[src/uhis_defs.vh]
// constants for the interrupt status block
`ifndef UHIS_DEFS_VH
`define UHIS_DEFS_VH
`define UHIS_ADDR_STATUS 8'h0D
`define UHIS_ADDR_REV 8'h0E
`define UHIS_BIT_DPLUS 7
`define UHIS_BIT_DETECT 6
`define UHIS_BIT_INSRM 5
`define UHIS_BIT_SOF 4
`define UHIS_BIT_DONE_B 1
`define UHIS_BIT_DONE_A 0
`define UHIS_STICKY_MASK 8'h73
`define UHIS_PIN_MASK 8'h7F
`define UHIS_REV_RSVD 4'h0
`define UHIS_REV_SHIFT 4
`define UHIS_ZERO8 8'h00
`define UHIS_LINE_SE0 2'b00
`define UHIS_LINE_IDLE_FS 2'b10
`define UHIS_LINE_IDLE_LS 2'b01
`endif

[src/uhis_line_watch.v]
// bus line state watcher: flags se0/idle transitions
`timescale 1ns/1ps
`default_nettype none
`include "uhis_defs.vh"
module uhis_line_watch (
    // clock and reset
    input wire mclk_i,
    input wire rst_n_i,
    input wire ce_i,
    // line levels
    input wire dplus_i,
    input wire dminus_i,
    // result
    output wire change_o
);
    reg [1:0] prev_reg;
    reg seen_reg;
    wire [1:0] line;
    wire is_se0;
    wire was_se0;
    wire is_idle;
    wire was_idle;
    assign line = {dplus_i, dminus_i};
    assign is_se0 = (line == `UHIS_LINE_SE0);
    assign was_se0 = (prev_reg == `UHIS_LINE_SE0);
    assign is_idle = (line == `UHIS_LINE_IDLE_FS) ||
        (line == `UHIS_LINE_IDLE_LS);
    assign was_idle = (prev_reg == `UHIS_LINE_IDLE_FS) ||
        (prev_reg == `UHIS_LINE_IDLE_LS);
    // pulse on se0 to idle or idle to se0
    assign change_o = ce_i && seen_reg &&
        ((was_se0 && is_idle) || (was_idle && is_se0));
    always @(posedge mclk_i or negedge rst_n_i) begin
        if (!rst_n_i) begin
            prev_reg <= `UHIS_LINE_SE0;
            seen_reg <= 1'b0;
        end else if (ce_i) begin
            prev_reg <= line;
            seen_reg <= 1'b1;
        end
    end
endmodule // uhis_line_watch
`default_nettype wire

[src/uhis_top.v]
// interrupt status register, revision read and interrupt request pin
`timescale 1ns/1ps
`default_nettype none
`include "uhis_defs.vh"
module uhis_top #(
    parameter [3:0] REVISION = 4'h5 // arbitrary value
) (
    // clock and reset
    input wire mclk_i,
    input wire arst_n_i,
    input wire ce_i,
    // register port, address already latched by the port logic
    input wire [7:0] reg_addr_i,
    input wire reg_wr_i,
    input wire reg_rd_i,
    input wire [7:0] reg_wdata_i,
    output reg [7:0] reg_rdata_o,
    // configuration from other registers
    input wire resume_mode_i,
    input wire [7:0] int_enable_i,
    // events
    input wire dplus_i,
    input wire dminus_i,
    input wire device_present_i,
    input wire resume_event_i,
    input wire sof_tick_i,
    input wire done_a_event_i,
    input wire done_b_event_i,
    input wire [7:0] pkt_status_a_i,
    input wire [7:0] pkt_status_b_i,
    // outputs
    output reg [7:0] pkt_status_a_o,
    output reg [7:0] pkt_status_b_o,
    output reg [7:0] sof_low_o,
    output reg sof_low_load_o,
    output wire interrupt_request_pin_o
);
    // reset release chain and its synchronous copy
    reg [1:0] rst_sync_reg;
    wire rst_n;
    // sticky flag storage
    reg [7:0] flags_reg;
    reg [7:0] flags_next;
    reg [7:0] set_vec;
    reg [7:0] clr_vec;
    // register port decode
    wire line_change;
    wire wr_status;
    wire wr_rev;
    wire rd_status;
    wire rd_rev;
    wire rd_any;
    // read view and next values of the registered outputs
    reg [7:0] status_view;
    reg [7:0] rdata_next;
    reg [7:0] sof_low_next;
    reg sof_low_load_next;
    reg [7:0] pkt_status_a_next;
    reg [7:0] pkt_status_b_next;
    wire [7:0] rev_word;

    // true when a strobe addresses the given register
    function addr_hit;
        input strobe;
        input [7:0] addr;
        input [7:0] target;
        begin
            addr_hit = strobe && (addr == target);
        end
    endfunction

    // keep the old byte unless the load condition holds
    function [7:0] hold_or_load;
        input [7:0] old_value;
        input load;
        input [7:0] new_value;
        begin
            if (load) begin
                hold_or_load = new_value;
            end else begin
                hold_or_load = old_value;
            end
        end
    endfunction

    always @(posedge mclk_i or negedge arst_n_i) begin
        if (!arst_n_i) begin
            rst_sync_reg <= 2'b00;
        end else begin
            rst_sync_reg <= {rst_sync_reg[0], 1'b1};
        end
    end
    assign rst_n = rst_sync_reg[1];

    uhis_line_watch uhis_line_watch_i (
        .mclk_i(mclk_i),
        .rst_n_i(rst_n),
        .ce_i(ce_i),
        .dplus_i(dplus_i),
        .dminus_i(dminus_i),
        .change_o(line_change)
    );

    // strobes only count in enabled cycles
    assign wr_status = ce_i &&
        addr_hit(reg_wr_i, reg_addr_i, `UHIS_ADDR_STATUS);
    assign wr_rev = ce_i &&
        addr_hit(reg_wr_i, reg_addr_i, `UHIS_ADDR_REV);
    assign rd_status = ce_i &&
        addr_hit(reg_rd_i, reg_addr_i, `UHIS_ADDR_STATUS);
    assign rd_rev = ce_i &&
        addr_hit(reg_rd_i, reg_addr_i, `UHIS_ADDR_REV);
    assign rd_any = ce_i && reg_rd_i;

    // events that raise flags this cycle
    always @* begin
        set_vec = `UHIS_ZERO8;
        if (resume_mode_i) begin
            set_vec[`UHIS_BIT_DETECT] = resume_event_i;
        end
        set_vec[`UHIS_BIT_INSRM] = line_change;
        set_vec[`UHIS_BIT_SOF] = sof_tick_i;
        set_vec[`UHIS_BIT_DONE_B] = done_b_event_i;
        set_vec[`UHIS_BIT_DONE_A] = done_a_event_i;
    end

    // write one to clear; zeros in the write data leave flags alone
    always @* begin
        clr_vec = `UHIS_ZERO8;
        if (wr_status) begin
            clr_vec = reg_wdata_i;
        end
    end

    // set wins over a clear in the same cycle
    always @* begin
        flags_next = flags_reg & ~clr_vec;
        flags_next = (flags_next | set_vec) & `UHIS_STICKY_MASK;
    end

    always @(posedge mclk_i or negedge rst_n) begin
        if (!rst_n) begin
            flags_reg <= `UHIS_ZERO8;
        end else if (ce_i) begin
            flags_reg <= flags_next;
        end
    end

    // bit 7 live D+, bit 6 detect level or latched resume
    always @* begin
        status_view = flags_reg & `UHIS_STICKY_MASK;
        status_view[`UHIS_BIT_DPLUS] = dplus_i;
        if (resume_mode_i) begin
            status_view[`UHIS_BIT_DETECT] =
                flags_reg[`UHIS_BIT_DETECT];
        end else begin
            status_view[`UHIS_BIT_DETECT] = ~device_present_i;
        end
    end

    // level request while any enabled flag pends; enables only gate it
    assign interrupt_request_pin_o =
        |(status_view & int_enable_i & `UHIS_PIN_MASK);

    assign rev_word = {REVISION, `UHIS_REV_RSVD};

    // read data holds until the next read strobe
    always @* begin
        rdata_next = reg_rdata_o;
        if (rd_status) begin
            rdata_next = status_view;
        end else if (rd_rev) begin
            rdata_next = rev_word;
        end else if (rd_any) begin
            rdata_next = `UHIS_ZERO8;
        end
    end

    // counter low byte on writes to the revision address, packet status on done events
    always @* begin
        sof_low_load_next = wr_rev;
        sof_low_next = hold_or_load(sof_low_o, wr_rev,
            reg_wdata_i);
        pkt_status_a_next = hold_or_load(pkt_status_a_o, done_a_event_i,
            pkt_status_a_i);
        pkt_status_b_next = hold_or_load(pkt_status_b_o, done_b_event_i,
            pkt_status_b_i);
    end

    always @(posedge mclk_i or negedge rst_n) begin
        if (!rst_n) begin
            reg_rdata_o <= `UHIS_ZERO8;
        end else if (ce_i) begin
            reg_rdata_o <= rdata_next;
        end
    end

    always @(posedge mclk_i or negedge rst_n) begin
        if (!rst_n) begin
            sof_low_o <= `UHIS_ZERO8;
            sof_low_load_o <= 1'b0;
        end else if (ce_i) begin
            sof_low_o <= sof_low_next;
            sof_low_load_o <= sof_low_load_next;
        end
    end

    always @(posedge mclk_i or negedge rst_n) begin
        if (!rst_n) begin
            pkt_status_a_o <= `UHIS_ZERO8;
            pkt_status_b_o <= `UHIS_ZERO8;
        end else if (ce_i) begin
            pkt_status_a_o <= pkt_status_a_next;
            pkt_status_b_o <= pkt_status_b_next;
        end
    end
endmodule // uhis_top
`default_nettype wire

[config.mk]
export PLATFORM = sky130hd
export DESIGN_NAME = uhis_top
export DESIGN_NICKNAME = d
export VERILOG_FILES = /design/src/uhis_line_watch.v /design/src/uhis_top.v
export VERILOG_INCLUDE_DIRS = /design/src
export SDC_FILE = /design/constraint.sdc
export NUM_CORES = 1
export LEC_CHECK = 0
export BUFFER_PORTS_ARGS = -buffer_cell sky130_fd_sc_hd__buf_2
export CORE_UTILIZATION = 40
export CTS_CLUSTER_SIZE = 40
export DETAILED_ROUTE_END_ITERATION = 16
export PLACE_DENSITY = 0.83
export SYNTH_ARGS = -nofsm -noshare
export SYNTH_HDL_FRONTEND = slang
export SYNTH_SLANG_ARGS = --single-unit
[constraint.sdc]
create_clock -name mclk_i -period 2 [get_ports mclk_i]
set_input_delay 0.3 -clock mclk_i [delete_from_list [all_inputs] [get_ports mclk_i]]
set_output_delay 0.3 -clock mclk_i [all_outputs]
set_load 0.01 [all_outputs]
---- Yosys cells after proc, flatten, opt, wreduce, memory -nomap -nowiden ----
Index checks and enable logic that the tools add are counted.
operators by class
  equal/unequal tests ..................... 6
  multiplexer cells ....................... 6
  bitwise gates (word level) .............. 5
  reductions and logical operators ........ 24
operators with widths
  cell                                                  number
  2-to-1 mux 8 bit                                      3
  equality test 8 x 4 -> 1 bit (second input constant)  2
  bitwise AND 7 bit                                     2
  logical AND 1 bit                                     13
  AND reduction 2 bit                                   4
  2-to-1 mux 7 bit                                      1
  NOT 7 bit                                             1
  bitwise OR 7 bit                                      1
  OR reduction 7 bit                                    1
  equality test 2 x 1 -> 1 bit (second input constant)  2
  equality test 2 bit (second input constant)           2
  zero test 2 bit                                       2
  logical OR 1 bit                                      3
  nonzero test 3 bit                                    1
  2-to-1 mux 1 bit                                      2
  NOT 1 bit                                             1
word-level totals
  flip-flop bits (word level) ............. 43
  output and inout port bits .............. 34
  word-level logic and storage cells ...... 50

---- Depth between registers and ports, before layout ----
  word-level depth ........................ 7
  gate-level depth with buffers ........... 4
  mapped depth without buffers ............ 4

---- Cells and area by module ----
Synthesis repeated with hierarchy kept, for this count alone.
unflattened totals
  cell total of the unflattened synthesis .. 138
  area, all modules ....................... 1720.4 sq um
by module, submodules not included
  module           instances  cells an instance  area each (sq um)
  uhis_top         1          121                1566.5
  uhis_line_watch  1          17                 153.9

---- Worst setup path after synthesis ----
OpenSTA, ideal clock, no wires.
  kind .................................... input-to-reg
  start point ............................. input port reg_addr_i[5]
  end point ............................... register sof_low_o[0]
  setup time .............................. 125 ps
  data arrival time ....................... 1712 ps
  setup slack ............................. 163 ps
  stages on the path ...................... 3
  path buffers ............................ 0
  path through ............................ or4_4 > nor4b_4 > mux2_2
on the way
  longest elaborated chain between the ends .. 4
RTL lines
  element                        RTL line        RTL
  from (decl)                    uhis_top.v:13   input wire [7:0] reg_addr_i,
  equality test 8 x 4 -> 1 bit   uhis_top.v:68   addr_hit = strobe && (addr == target);
  logical AND 1 bit              uhis_top.v:68
  logical AND 1 bit              uhis_top.v:107  assign wr_rev = ce_i &&
  AND reduction 2 bit (no line)  n/a
  to (signal assigned)           uhis_top.v:200  sof_low_o <= `UHIS_ZERO8;
  to (signal assigned)           uhis_top.v:203  sof_low_o <= sof_low_next;
  to (decl)                      uhis_top.v:34   output reg [7:0] sof_low_o,
Every way passes these cells.
A chain may end at the register's enable or synchronous reset.

---- Worst setup path after layout ----
  start point ............................. input port reg_addr_i[5]
  end point ............................... register sof_low_o[7]
The elaborated chain is that of the path after synthesis.

==> flow_metrics.tcl <==
set metrics [dict create \
    outcome "finished clean" \
    drc 0 \
    detail_route.wirelength_mm 3.60 \
    timing.final.crit_share 0.811 \
    final.setup.worst_slack_ns 0.379 \
    final_total_negative_setup_slack_ns 0 \
    num_io_pins 87 \
    fmax_mhz 617 \
    cts.sink_count 41 \
    clk_latency_ns 0.28 \
    p_leak_nw 1.17 \
    rsz0062_at_grt "false" \
    critPathLaunchType "input port" \
    antenna_found_initial 0 \
    routed-via-count 1393 \
    ctsLongestPathBuffers 2 \
    firstDrtPassIters 4 \
    cts.htree.levels 2 \
    wire_per_inst_um 12.9 \
    logic_depth_of_the_worst_register_to_register_path 4 \
    arrival_ns 1.79 \
    placeableCoreArea_um2 4090 \
    number_of_standard_cell_rows_in_the_floorplan 23 \
    crit_path_end_kind "flip-flop" \
    timing.critical_path.fanout_max 9 \
    clock_tree.root_cell "sky130_fd_sc_hd__clkbuf_8" \
    yosysWarnings 0 \
    io_buffer_count 81 \
    dpl_worst_slack_ns 0.0745 \
    worstReg2RegEnd "flags_reg[5]" \
    numCtsBuffers 5 \
    tightest_hold_check_type "flip-flop to asynchronous set/reset pin" \
    power.ir.vdd_worst_v 0.000489 \
    design.die.area_um2 4590 \
    antenna_cells 0 \
    largestRegisters "pkt_status_a_o (8), pkt_status_b_o (8), sof_low_o (8)" \
    proportion_of_netlist_area_held_by_the_largest_area_contributor 0.594 \
    power_per_cell_area_nw_per_um2 728 \
    postSynthRegisterBits 41 \
    timing_worst_setup_path_type "input port to flip-flop" \
    detailedPlacementHpwl_mm 2.90 \
    skew_ns 0.00535 \
    maxCapViolations 0 \
    netlist_top_cells_area "sky130_fd_sc_hd__dfrtp_1 (59%), sky130_fd_sc_hd__mux2_2 (16%), sky130_fd_sc_hd__nand2_1 (3.3%)" \
    grt_first_pass_wirelength_mm 5.80 \
    ys_types 26 \
    dieWidth_um 67.7 \
    final_max_slew_viol_count 0 \
    required_ns 2.17 \
    path_clk_slew_ns 0.07 \
    finalWeightedCongestion 0.767 \
    report.final.setup_viol 0 \
    tritoncts_clock_tree "done" \
    nets 282 \
    final-hold-violation-count 0 \
    initial_core_utilization 0.423 \
    final.fill_count 368 \
    grt_pass1_vias 1340 \
    syn_to_final_growth_pct 33.2 \
    grt_usage 0.176 \
    post_route_cells_drive_above_1_share 0.513 \
    initial_detailed_routing_violation_count 52 \
    finalCriticalPeriod_ns 1.62 \
    die_y_um 67.7 \
    grt_max_degree 33 \
    ff2ff_setup_slack_ns 1.00 \
    yosys.area.top_type "sky130_fd_sc_hd__dfrtp_1" \
    synthesis.instances 138 \
    final_antenna_net_count 0 \
    synth.avg_cell_area_um2 12.5 \
    reg2reg_from "uhis_line_watch_i.prev_reg[0]" \
    grt_overflow_total 0 \
    syn-cell-area_um2 1730 \
    via_per_inst 5.01 \
    seq_area_frac_synth 0.594 \
    post_cts_resized 0 \
]
[cell families (layout without fill, tap and decap cells)]
kind of cell | count (synthesis) | in the layout | synth area share
flops | 41 | 41 | 0.594
simple gates | 36 | 36 | 0.118
compound gates | 24 | 24 | 0.0891
mux | 24 | 24 | 0.156
buf+inv | 9 | 98 | 0.0239
fa+ha+maj | 2 | 2 | 0.0145
other cells | 2 | 3 | 0.00435
[Yosys cell counts, drive strengths merged]
cell type	count
dfrtp	41
mux2	24
nand2	15
nand3	9
o21ai	6
a21oi	5
inv	5
o31ai	5
a22oi	3
a31oi	2
a41oi	2
buf	2
clkbuf	2
conb	2
ha	2
nand2b	2
nor2b	2
a21o	1
and2	1
and4	1
nand4	1
nand4b	1
nor4	1
nor4b	1
or2	1
or4	1
[layout make-up]
cell class | instances | area, um2 | share of cell area
clock buffer | 8 | 80.1 | 0.0348
sequential | 41 | 1030 | 0.446
multi-input combinational | 89 | 664 | 0.289
timing repair buffer | 85 | 450 | 0.196
inverter | 5 | 18.8 | 0.00815
tap | 50 | 62.6 | 0.0272
[how the worst max path moves through the flow]
stage / startpoint / end / slack, ns / depth (start not counted)
detailed placement: reg_addr_i[5] / sof_low_o[7] / 0.07 / 5
CTS: reg_addr_i[5] / sof_low_o[7] / 0.38 / 5
floorplan: reg_addr_i[5] / sof_low_o[0] / 0.16 / 3
finish: reg_addr_i[5] / sof_low_o[7] / 0.38 / 5
global placement: reg_addr_i[5] / sof_low_o[2] / 0.11 / 5
global route: reg_addr_i[5] / sof_low_o[2] / 0.33 / 5
[through the flow]
step	instances	util	total power (W)	instance area, um2	hold slack (ns)
final	278	0.563	0.00168	2300	0.151
after global routing	278	0.563	0.00178	2300	0.175
after CTS	278	0.563	0.00171	2300	0.164
after detailed placement	269	0.541	0.00120	2210	0.0872
after global placement	269	0.541	0.00119	2210	0.0874
after floorplan	139	-	0.00106	1730	0.00441
[critical path, stage by stage]
cell and delay [ns]:
sky130_fd_sc_hd__buf_2 0.10, sky130_fd_sc_hd__or4_4 0.56, sky130_fd_sc_hd__nor4b_4 0.27, sky130_fd_sc_hd__buf_4 0.21, sky130_fd_sc_hd__mux2_2 0.34
[repair_timing]
item                                   in CTS  in global routing
setup buffers                               0                  0
hold buffers                                1                  0
endpoints found under the hold margin       2                  0
[where the power goes]
part	leakage [nW]	total, W	switching [W]	internal, W
logic	0.636	0.000262	0.000128	0.000134
registers	0.497	0.000917	0.0000295	0.000888
clock network	0.0395	0.000496	0.000249	0.000248
total	1.17	0.00168	0.000406	0.00127
[layer usage]
layer,part of all wire,wire (um),global-route usage
met1,0.41,1470,0.203
met3,0.064,231,0.0726
met2,0.52,1870,0.291
met5,0,0,0
met4,0.0069,25,0.0612
[placed cells by master, fill, tap and decap left out]
| cell type | count |
|---|---|
| sky130_fd_sc_hd__o21ai_0 | 6 |
| sky130_fd_sc_hd__nor4b_4 | 1 |
| sky130_fd_sc_hd__nand4b_1 | 1 |
| sky130_fd_sc_hd__nor2b_1 | 2 |
| sky130_fd_sc_hd__a22oi_1 | 3 |
| sky130_fd_sc_hd__conb_1 | 3 |
| sky130_fd_sc_hd__dlygate4sd3_1 | 1 |
| sky130_fd_sc_hd__nand2b_1 | 2 |
| sky130_fd_sc_hd__nand4_1 | 1 |
| sky130_fd_sc_hd__nand2_1 | 15 |
| sky130_fd_sc_hd__buf_12 | 1 |
| sky130_fd_sc_hd__nor4_1 | 1 |
| sky130_fd_sc_hd__buf_2 | 81 |
| sky130_fd_sc_hd__or4_4 | 1 |
| sky130_fd_sc_hd__o31ai_1 | 5 |
| sky130_fd_sc_hd__mux2_2 | 24 |
| sky130_fd_sc_hd__or2_2 | 1 |
| sky130_fd_sc_hd__a31oi_1 | 2 |
| sky130_fd_sc_hd__clkbuf_1 | 3 |
| sky130_fd_sc_hd__and2_1 | 1 |
| sky130_fd_sc_hd__a41oi_1 | 2 |
| sky130_fd_sc_hd__dfrtp_1 | 41 |
| sky130_fd_sc_hd__a21oi_1 | 5 |
| sky130_fd_sc_hd__buf_4 | 2 |
| sky130_fd_sc_hd__and4_1 | 1 |
| sky130_fd_sc_hd__nand3_1 | 9 |
| sky130_fd_sc_hd__inv_1 | 5 |
| sky130_fd_sc_hd__ha_1 | 2 |
| sky130_fd_sc_hd__a21o_2 | 1 |
| sky130_fd_sc_hd__clkbuf_8 | 5 |
No activity file was read; power rests on OpenSTA's default activity.
